--- config.mk ---
export PLATFORM = sky130hd
export DESIGN_NAME = pdcs_regs
export DESIGN_NICKNAME = d
export VERILOG_FILES = /design/src/rtl/pdcs_pkg.sv /design/src/rtl/pdcs_regs.sv
export VERILOG_INCLUDE_DIRS = /design/src /design/src/rtl
export SDC_FILE = /design/constraint.sdc
export NUM_CORES = 1
export LEC_CHECK = 0
export ABC_AREA = 1
export ABC_CLOCK_PERIOD_IN_PS = 3900
export BUFFER_PORTS_ARGS = -buffer_cell sky130_fd_sc_hd__buf_2
export CORE_UTILIZATION = 40
export CTS_CLUSTER_DIAMETER = 30
export CTS_CLUSTER_SIZE = 24
export DETAILED_ROUTE_END_ITERATION = 10
export PLACE_DENSITY_LB_ADDON = 0.25
export RECOVER_POWER = 50
export REMOVE_ABC_BUFFERS = 1
export SLEW_MARGIN = 20
export SYNTH_ARGS = -nofsm -noshare
export SYNTH_HDL_FRONTEND = slang
export SYNTH_SLANG_ARGS = --single-unit
--- constraint.sdc ---
create_clock -name clk -period 3.9 [get_ports clk]
set_input_delay 0.78 -clock clk [delete_from_list [all_inputs] [get_ports clk]]
set_output_delay 0.78 -clock clk [all_outputs]
set_load 0.02 [all_outputs]
--- src/rtl/pdcs_cfg.svh ---
// Register offsets, field positions, reset values and constants
`ifndef PDCS_CFG_SVH
`define PDCS_CFG_SVH

// ----------------------------------------------------------------
// Register indices and byte addresses
// ----------------------------------------------------------------
`define PDCS_DEVCTL_IDX 10'h048
`define PDCS_DEVSTS_IDX 10'h04a
`define PDCS_IRQSTS_IDX 10'h050
`define PDCS_IRQMSK_IDX 10'h051
`define PDCS_ADDR_W 12
`define PDCS_DEVCTL_ADDR 12'h120
`define PDCS_DEVSTS_ADDR 12'h128
`define PDCS_IRQSTS_ADDR 12'h140
`define PDCS_IRQMSK_ADDR 12'h144

// ----------------------------------------------------------------
// Device control fields
// ----------------------------------------------------------------
`define PDCS_CTL_CORR_BIT 0
`define PDCS_CTL_NFAT_BIT 1
`define PDCS_CTL_FAT_BIT 2
`define PDCS_CTL_UR_BIT 3
`define PDCS_CTL_RO_BIT 4
`define PDCS_CTL_MPS_LSB 5
`define PDCS_CTL_MPS_MSB 7
`define PDCS_CTL_TAG_BIT 8
`define PDCS_CTL_PF_BIT 9
`define PDCS_CTL_AUX_BIT 10
`define PDCS_CTL_NS_BIT 11
`define PDCS_CTL_READ_REQUEST_SIZE_LSB 12
`define PDCS_CTL_READ_REQUEST_SIZE_MSB 14

// ----------------------------------------------------------------
// Status fields and reset values
// ----------------------------------------------------------------
`define PDCS_NUM_ERR 4
`define PDCS_STS_AUX_POWER_DETECTED_BIT 4
`define PDCS_STS_TP_BIT 5
`define PDCS_ENABLES_RST 4'h0
`define PDCS_MPS_RST 3'h0
`define PDCS_TAG_RST 1'h0
`define PDCS_DETECT_RST 4'h0
`define PDCS_IRQMSK_RST 4'h0
`define PDCS_PAYLOAD_CAP_RST 3'h1
`define PDCS_PAYLOAD_BYTES_RST 12'h080
`define PDCS_READDATA_RST 32'h00000000
`define PDCS_NARROW_TAG_MAX 8'h1f
`define PDCS_WIDE_TAG_MAX 8'hff
`define PDCS_ORIG_READ_MAX 12'h080

`endif

--- src/rtl/pdcs_pkg.sv ---
// Types shared by the device control and status register block
package pdcs_pkg;

	// Maximum payload size codes
	typedef enum logic [2:0] {
		PDCS_S128 = 3'h0,
		PDCS_S256 = 3'h1,
		PDCS_S512 = 3'h2,
		PDCS_S1024 = 3'h3,
		PDCS_S2048 = 3'h4
	} pdcs_payload_t;

	// Error classes, one status and enable bit each
	typedef enum logic [1:0] {
		PDCS_ERR_CORR = 2'h0,
		PDCS_ERR_NFAT = 2'h1,
		PDCS_ERR_FAT = 2'h2,
		PDCS_ERR_UR = 2'h3
	} pdcs_err_t;

endpackage : pdcs_pkg

--- src/rtl/pdcs_regs.sv ---
// Device control and device status registers with Avalon-MM slave
//
// Summary of operation
// RULE1: Three error report enables, read-write, reset zero.
// RULE2: Unsupported request report enable, read-write, reset zero.
// RULE3: Relaxed ordering reads zero; never originated.
// RULE4: Payload field selects 128 to 2048 bytes.
// RULE5: Reserved payload codes behave as 128 bytes.
// RULE6: Wide tag bit limits debug tags.
// RULE7: Phantom function enable reads zero, read-only.
// RULE8: Aux power enable reads zero, read-only.
// RULE9: No snoop reads zero; never originated.
// RULE10: Read request size zero; originate 128 bytes max.
// RULE11: Correctable detected sticky, write-one clears.
// RULE12: Non-fatal detected sticky, write-one clears.
// RULE13: Fatal detected sticky, write-one clears.
// RULE14: Unsupported request detected sticky, write-one clears.
// RULE15: Aux power detected always reads zero.
// RULE16: Transactions pending always reads zero.
// RULE17: Payload capability defaults to 256 bytes.
// RULE18: Read-only, reserved writes ignored; zero writes keep.
// RULE19: Message emitted only when its enable set.
//
// Chosen here: the Avalon-MM register port.
`timescale 1ns/1ps
`include "pdcs_cfg.svh"

module pdcs_regs #(
	parameter logic [2:0] PAYLOAD_CAP = `PDCS_PAYLOAD_CAP_RST
) (
	// Clock and reset
	input wire logic clk,
	input wire logic sys_rst,
	// Avalon-MM slave
	input wire logic [`PDCS_ADDR_W-1:0] avs_address,
	input wire logic avs_read,
	input wire logic avs_write,
	input wire logic [3:0] avs_byteenable,
	input wire logic [31:0] avs_writedata,
	output logic [31:0] avs_readdata,
	output logic avs_waitrequest,
	// Error detection events from the port logic
	input wire logic [`PDCS_NUM_ERR-1:0] errDetect,
	// Debug control from the transaction layer
	input wire logic sequentialTagDebug,
	// Error message requests towards the message generator
	output logic [`PDCS_NUM_ERR-1:0] errMsgSend,
	// Settings for the port logic
	output logic [`PDCS_NUM_ERR-1:0] reportEnable,
	output logic [11:0] maxPayloadBytes,
	output logic [7:0] maxTag,
	output logic origRelaxedOrdering,
	output logic origNoSnoop,
	output logic [11:0] origMaxReadBytes,
	// Interrupt
	output logic irq
);

	// ------------------------------------------------------------
	// Register state
	// ------------------------------------------------------------
	logic [`PDCS_NUM_ERR-1:0] enables_q;
	logic [2:0] payloadSizeSel_q;
	logic wideTagEn_q;
	logic [`PDCS_NUM_ERR-1:0] detected_q;
	logic [`PDCS_NUM_ERR-1:0] irqStatus_q;
	logic [`PDCS_NUM_ERR-1:0] irqMask_q;
	logic ack_q;
	logic [31:0] readData_q;
	logic [11:0] payloadBytes_q;
	logic [7:0] maxTag_q;
	logic [`PDCS_NUM_ERR-1:0] errMsg_q;

	// Reset image of the sticky flags
	localparam logic [`PDCS_NUM_ERR-1:0] DETECT_RST = `PDCS_DETECT_RST;

	// ------------------------------------------------------------
	// Bus decode
	// ------------------------------------------------------------
	logic request;
	logic accept;
	logic wrStrobe;
	logic hitCtl;
	logic hitSts;
	logic hitIrqSts;
	logic hitIrqMsk;
	logic [15:0] wrData;
	logic [1:0] wrLane;
	logic [15:0] devControl;
	logic [15:0] devStatus;

	// Per-register write enables
	logic wrCtlLo;
	logic wrCtlHi;
	logic wrStsLo;
	logic wrIrqStsLo;
	logic wrIrqMskLo;

	// Read and payload decode
	logic [31:0] readMux;
	logic [11:0] selBytes;
	logic [11:0] capBytes;
	logic clipNeeded;

	// One wait state: data is prepared, then the request is accepted
	assign request = avs_read | avs_write;
	assign accept = request & ack_q;
	assign avs_waitrequest = request & ~ack_q;
	assign wrStrobe = avs_write & accept;

	// Address decode; each register sits on its own word
	assign hitCtl = avs_address == `PDCS_DEVCTL_ADDR;
	assign hitSts = avs_address == `PDCS_DEVSTS_ADDR;
	assign hitIrqSts = avs_address == `PDCS_IRQSTS_ADDR;
	assign hitIrqMsk = avs_address == `PDCS_IRQMSK_ADDR;

	// Only the low half-word carries register bits
	assign wrData = avs_writedata[15:0];
	assign wrLane = avs_byteenable[1:0];

	// Write enables per register and byte lane
	assign wrCtlLo = wrStrobe & hitCtl & wrLane[0];
	assign wrCtlHi = wrStrobe & hitCtl & wrLane[1];
	assign wrStsLo = wrStrobe & hitSts & wrLane[0];
	assign wrIrqStsLo = wrStrobe & hitIrqSts & wrLane[0];
	assign wrIrqMskLo = wrStrobe & hitIrqMsk & wrLane[0];

	// Acknowledge flag, high for the cycle that ends each request
	always_ff @(posedge clk) begin
		if (sys_rst) begin
			ack_q <= 1'b0;
		end else begin
			ack_q <= request & ~ack_q;
		end
	end

	// ------------------------------------------------------------
	// Register images
	// ------------------------------------------------------------
	// Control image; hardwired fields and reserved bit read zero
	always_comb begin
		devControl = 16'h0000;
		devControl[`PDCS_CTL_CORR_BIT] =
			enables_q[pdcs_pkg::PDCS_ERR_CORR]; // RULE1
		devControl[`PDCS_CTL_NFAT_BIT] =
			enables_q[pdcs_pkg::PDCS_ERR_NFAT]; // RULE1
		devControl[`PDCS_CTL_FAT_BIT] =
			enables_q[pdcs_pkg::PDCS_ERR_FAT]; // RULE1
		devControl[`PDCS_CTL_UR_BIT] =
			enables_q[pdcs_pkg::PDCS_ERR_UR]; // RULE2
		devControl[`PDCS_CTL_RO_BIT] = 1'b0; // RULE3
		devControl[`PDCS_CTL_MPS_MSB:`PDCS_CTL_MPS_LSB] =
			payloadSizeSel_q; // RULE4
		devControl[`PDCS_CTL_TAG_BIT] = wideTagEn_q; // RULE6
		devControl[`PDCS_CTL_PF_BIT] = 1'b0; // RULE7
		devControl[`PDCS_CTL_AUX_BIT] = 1'b0; // RULE8
		devControl[`PDCS_CTL_NS_BIT] = 1'b0; // RULE9
		devControl[`PDCS_CTL_READ_REQUEST_SIZE_MSB:`PDCS_CTL_READ_REQUEST_SIZE_LSB] = 3'h0; // RULE10
	end

	// Status image; aux power and pending bits are hardwired
	always_comb begin
		devStatus = 16'h0000;
		devStatus[`PDCS_NUM_ERR-1:0] = detected_q;
		devStatus[`PDCS_STS_AUX_POWER_DETECTED_BIT] = 1'b0; // RULE15
		devStatus[`PDCS_STS_TP_BIT] = 1'b0; // RULE16
	end

	// ------------------------------------------------------------
	// Control register writes
	// ------------------------------------------------------------
	// Report enables in the low byte
	always_ff @(posedge clk) begin
		if (sys_rst) begin
			enables_q <= `PDCS_ENABLES_RST; // RULE1
		end else if (wrCtlLo) begin
			enables_q <= wrData[`PDCS_NUM_ERR-1:0]; // RULE2
		end
	end

	// Payload size select, straddles byte zero only
	always_ff @(posedge clk) begin
		if (sys_rst) begin
			payloadSizeSel_q <= `PDCS_MPS_RST; // RULE4
		end else if (wrCtlLo) begin
			payloadSizeSel_q <=
				wrData[`PDCS_CTL_MPS_MSB:`PDCS_CTL_MPS_LSB];
		end
	end

	// Wide tag enable in byte one; other byte-one bits are dropped
	always_ff @(posedge clk) begin
		if (sys_rst) begin
			wideTagEn_q <= `PDCS_TAG_RST;
		end else if (wrCtlHi) begin
			wideTagEn_q <= wrData[`PDCS_CTL_TAG_BIT]; // RULE18
		end
	end

	// ------------------------------------------------------------
	// Error detected flags and interrupt status
	// ------------------------------------------------------------
	// One sticky flag pair per error class; a new event wins over
	// a clear in the same cycle, and a zero written leaves a flag
	genvar gi;
	generate
		for (gi = 0; gi < `PDCS_NUM_ERR; gi++) begin : g_err
			logic clrDet;
			logic clrIrq;
			assign clrDet = wrStsLo & wrData[gi];
			assign clrIrq = wrIrqStsLo & wrData[gi];

			// Detected flag, set regardless of the enable
			always_ff @(posedge clk) begin
				if (sys_rst) begin
					detected_q[gi] <= DETECT_RST[gi];
				end else if (errDetect[gi]) begin
					detected_q[gi] <= 1'b1; // RULE11 RULE12 RULE13 RULE14
				end else if (clrDet) begin
					detected_q[gi] <= 1'b0; // RULE18
				end
			end

			// Interrupt status flag for the same event
			always_ff @(posedge clk) begin
				if (sys_rst) begin
					irqStatus_q[gi] <= DETECT_RST[gi];
				end else if (errDetect[gi]) begin
					irqStatus_q[gi] <= 1'b1;
				end else if (clrIrq) begin
					irqStatus_q[gi] <= 1'b0;
				end
			end

			// Message request only when reporting is enabled
			always_ff @(posedge clk) begin
				if (sys_rst) begin
					errMsg_q[gi] <= 1'b0;
				end else begin
					errMsg_q[gi] <= errDetect[gi] & enables_q[gi]; // RULE19
				end
			end
		end
	endgenerate

	// Interrupt mask, same layout as the interrupt status
	always_ff @(posedge clk) begin
		if (sys_rst) begin
			irqMask_q <= `PDCS_IRQMSK_RST;
		end else if (wrIrqMskLo) begin
			irqMask_q <= wrData[`PDCS_NUM_ERR-1:0];
		end
	end

	// Level interrupt while an unmasked status bit is set
	assign irq = |(irqStatus_q & irqMask_q);

	// ------------------------------------------------------------
	// Read path
	// ------------------------------------------------------------
	// Image picked by the address; unmapped reads give zero
	always_comb begin
		readMux = 32'h00000000;
		if (hitCtl) begin
			readMux = {16'h0000, devControl};
		end else if (hitSts) begin
			readMux = {16'h0000, devStatus};
		end else if (hitIrqSts) begin
			readMux = {28'h0000000, irqStatus_q};
		end else if (hitIrqMsk) begin
			readMux = {28'h0000000, irqMask_q};
		end
	end

	// Read data captured in the wait cycle, held until the next read
	always_ff @(posedge clk) begin
		if (sys_rst) begin
			readData_q <= `PDCS_READDATA_RST;
		end else if (avs_read && !ack_q) begin
			readData_q <= readMux;
		end
	end

	// Read data leaves straight from the flip-flops
	assign avs_readdata = readData_q;

	// ------------------------------------------------------------
	// Settings for the port logic
	// ------------------------------------------------------------
	// Bytes for the selected code; reserved codes mean 128 bytes
	always_comb begin
		unique case (payloadSizeSel_q)
			pdcs_pkg::PDCS_S128: selBytes = 12'h080; // RULE4
			pdcs_pkg::PDCS_S256: selBytes = 12'h100;
			pdcs_pkg::PDCS_S512: selBytes = 12'h200;
			pdcs_pkg::PDCS_S1024: selBytes = 12'h400;
			pdcs_pkg::PDCS_S2048: selBytes = 12'h800;
			default: selBytes = 12'h080; // RULE5
		endcase
	end

	// Largest payload the port advertises
	assign capBytes = 12'(12'h080 << PAYLOAD_CAP); // RULE17

	// Legal codes above the capability are clipped to it
	assign clipNeeded = payloadSizeSel_q <= 3'h4 &&
		payloadSizeSel_q > PAYLOAD_CAP && PAYLOAD_CAP <= 3'h4;

	// Effective payload, registered for the port logic
	always_ff @(posedge clk) begin
		if (sys_rst) begin
			payloadBytes_q <= `PDCS_PAYLOAD_BYTES_RST;
		end else if (clipNeeded) begin
			payloadBytes_q <= capBytes; // RULE17
		end else begin
			payloadBytes_q <= selBytes; // RULE4 RULE5
		end
	end

	// Tag range; the enable matters only in sequential tag debug
	always_ff @(posedge clk) begin
		if (sys_rst) begin
			maxTag_q <= `PDCS_WIDE_TAG_MAX;
		end else if (sequentialTagDebug && !wideTagEn_q) begin
			maxTag_q <= `PDCS_NARROW_TAG_MAX; // RULE6
		end else begin
			maxTag_q <= `PDCS_WIDE_TAG_MAX;
		end
	end

	// ------------------------------------------------------------
	// Outputs
	// ------------------------------------------------------------
	// Settings taken from the registers
	assign reportEnable = enables_q;
	assign maxPayloadBytes = payloadBytes_q;
	assign maxTag = maxTag_q;
	assign errMsgSend = errMsg_q;

	// Attributes the bridge never originates, and its originated read size limit
	assign origRelaxedOrdering = 1'b0; // RULE3
	assign origNoSnoop = 1'b0; // RULE9
	assign origMaxReadBytes = `PDCS_ORIG_READ_MAX; // RULE10

endmodule : pdcs_regs

==> results.toml <==
[status]
run_status = "complete, no violations"

[logic_synthesis]
ys_top_cells_by_area = "sky130_fd_sc_hd__dfxtp_1 38%, sky130_fd_sc_hd__buf_4 19%, sky130_fd_sc_hd__nand2_1 7.1%"
postSynth.asyncResetShare_pct = 0
synth_top_cells_by_count = "53 x sky130_fd_sc_hd__buf_4, 39 x sky130_fd_sc_hd__dfxtp_1, 39 x sky130_fd_sc_hd__nand2_1, 29 x sky130_fd_sc_hd__inv_1, 25 x sky130_fd_sc_hd__a21oi_1"
post-synth-top-count-cell = "sky130_fd_sc_hd__buf_4"
post_synth.cell_area_avg_um2 = 7.53
synthCells = 272
synth_ff_type = "sky130_fd_sc_hd__dfxtp_1"
yosys_warnings = 0
netlist_area_um2 = 2050
ys_seq_elements = 39
edff_count_synth = 0
post_synth_num_cell_types = 21
synth-seq-area-share_pct = 38.1
synth_largest_area_cell = "sky130_fd_sc_hd__dfxtp_1"
netlist.area_leader.share_pct = 38.1

[place]
place.detailed.hpwl_mm = 2.93
io_buffer_count = 56
dp.cells = 388
routability_congestion_estimate_from_global_placement = 0.835
instance_area_after_placement_um2 = 2180
preCtsSetupSlack_ns = 1.60

[drt]
drtIter0Drc = 67
ant_nets = 0
firstDrtPassIters = 6
drc = 0
drt-vias-per-instance = 4.23
finalWirelength_mm = 3.88
num_vias = 1677
route.detailed.wl_per_inst_um = 9.80

[setup_path]
cpMostUsedCell = "sky130_fd_sc_hd__nand2_1"
criticalPathCategory = "primary input to flop"
worst_setup_path_start_kind = "primary input"
critical-path-slowest-cell = "sky130_fd_sc_hd__nor3_1"
cpPeakStageDelay_ns = 0.53
critical_path_arrival_ns = 2.18
critical_path.endpoint_type = "flop"
crit_path_max_fanout = 18
crit_path_cell_trace = "buf_2 -> inv_1 -> nand2_2 -> nor2_8 -> nand3_4 -> nor3_1 -> nand2_1 -> nand2_1 -> a21oi_1"
critical_path_required_ns = 4.04

[timing]
tns_ns = 0
report.final.setup_viol = 0
timing.slew.headroom_pct = 42.9
worst-slew-pin-transition_ns = 0.856
number_of_max_slew_violations_in_the_final_report = 0
post-route-period-util_pct = 52.2
report.final.hold_viol_count = 0
clock-skew-final_ns = 0.0109
fin_crit_ns = 2.04
fmax_mhz = 491
final_worst_slack_ns = 1.86
setup_repair_after_global_routing_missed_its_margin = "false"

[die]
top_level_ports = 133
die-area_um2 = 5410
core_region_area_um2 = 4820
floorplan.die.width_um = 73.6
floorplan.die.height_um = 73.6
floorplan.initialDensity_pct = 42.5
placement_rows = 25

[pwr]
ir_worst_vdd_v = 0.000207
totalPowerFinal_w = 0.000799
cellPowerDensity_nw_per_um2 = 357
power.leakage_nw = 1.07

[cts]
post_cts_resize_count = 0
clock_tree.buffer_depth = 2
total_clock_buffers_created_by_cts = 5
cts-htree-levels = 2
cts.sink_count = 39
insertion_delay_ns = 0.29
clk_transition_reported_paths_ns = 0.08
cts_hold_buf = 0
root_buffer = "sky130_fd_sc_hd__clkbuf_8"
post_cts.repair.setup_buffers = 0
cts_tree = "yes"

[cells_and_area]
area.growth.synth_to_final_pct = 9.28
layout.nets = 385
layout.cell_area.non_filler_um2 = 2240
drive_above_1_share_pct = 15.8
antenna-diode-count = 0
layoutNonFillerInstCount = 396
fill_cells = 523

[grt]
grt_pass1_vias = 1448
combined_global_route_utilization_of_all_metal_layers_pct = 15.4
globalRoute.totalOverflow = 0
grt_pass1_wl_mm = 6.30
antenna_found_initial = 0
grt_max_degree = 20

[hold_path]
min_path_type = "flop to flop"

[flow_run]
drv_cap = 0
[critical path: cells and delay by family]
family / cells / cell delay, ns
AOI/OAI and AO/OA: 1 / 0.06
and+or+nand+nor: 6 / 1.19
buffers and inverters: 2 / 0.14
[where the power goes]
part / switching (W) / internal, W
sequential: 0.00000644 / 0.000410
clock: 0.000146 / 0.000124
combinational: 0.0000879 / 0.0000244
[final timing paths]
kind | startpoint | end | slack, ns | depth (start not counted)
hold reg to reg | avs_readdata[2]$_SDFFE_PP0P_ | avs_readdata[2]$_SDFFE_PP0P_ | 0.47 | 2
hold / removal | avs_readdata[2]$_SDFFE_PP0P_ | avs_readdata[2]$_SDFFE_PP0P_ | 0.47 | 2
setup reg to reg | ack_q$_SDFF_PP0_ | irqStatus_q[3]$_SDFFE_PP0P_ | 2.33 | 7
setup / recovery | avs_address[9] | irqStatus_q[3]$_SDFFE_PP0P_ | 1.86 | 9
[stage by stage]
stage	hold WS, ns	util [%]
floorplan	0.427	-
global placement	0.453	45.2
detailed placement	0.456	45.2
CTS	0.467	47.0
global route	0.495	46.5
finish	0.468	46.5
[logic make-up after synthesis]
logic type / count (synthesis) / synth area share (%)
AND/OR/NAND/NOR: 102 / 25.1
buffers and inverters: 87 / 26.2
AO/OA/AOI/OAI: 42 / 10.3
flip-flops: 39 / 38.1
other: 2 / 0.366
[cell type report]
cell class,instances,area [um2],area share (%)
repair buffers,56,254,11.3
well taps,67,83.8,3.74
clock inverters,3,20.0,0.894
multi-input cells,197,923,41.2
flip-flops and latches,39,781,34.9
clock buffers,5,68.8,3.07
inverters,29,109,4.86
[flip-flops by register name, indices dropped and copies added, names as in the netlist]
register / count
maxPayloadBytes: 5
maxTag: 1
reportEnable: 4
avs_readdata: 8
irqMask_q: 4
detected_q: 4
irqStatus_q: 4
ack_q: 1
wideTagEn_q: 1
errMsgSend: 4
payloadSizeSel_q: 3
[layer usage]
| layer | up-vias | GRT usage (%) | part of all wire [%] |
|---|---|---|---|
| li1 | 877 | - | - |
| met1 | 726 | 18.4 | 47 |
| met2 | 67 | 26.4 | 46 |
| met3 | 7 | 4.39 | 6.2 |
| met4 | 0 | 4.91 | 1.1 |
| met5 | - | 0 | 0 |
[cells in the final DEF, fill, tap and decap left out, types with 2 or more instances in the layout]
cell	count
sky130_fd_sc_hd__a21oi_1	25
sky130_fd_sc_hd__buf_2	35
sky130_fd_sc_hd__clkbuf_1	21
sky130_fd_sc_hd__clkbuf_8	5
sky130_fd_sc_hd__clkinvlp_4	2
sky130_fd_sc_hd__conb_1	53
sky130_fd_sc_hd__dfxtp_1	39
sky130_fd_sc_hd__inv_1	29
sky130_fd_sc_hd__nand2_1	39
sky130_fd_sc_hd__nand2_2	3
sky130_fd_sc_hd__nand3_1	19
sky130_fd_sc_hd__nand4_1	5
sky130_fd_sc_hd__nor2_1	23
sky130_fd_sc_hd__nor2_8	2
sky130_fd_sc_hd__nor3_1	7
sky130_fd_sc_hd__o21ai_0	14
sky130_fd_sc_hd__o21ai_1	3
Power figures use the tool's default switching activity.
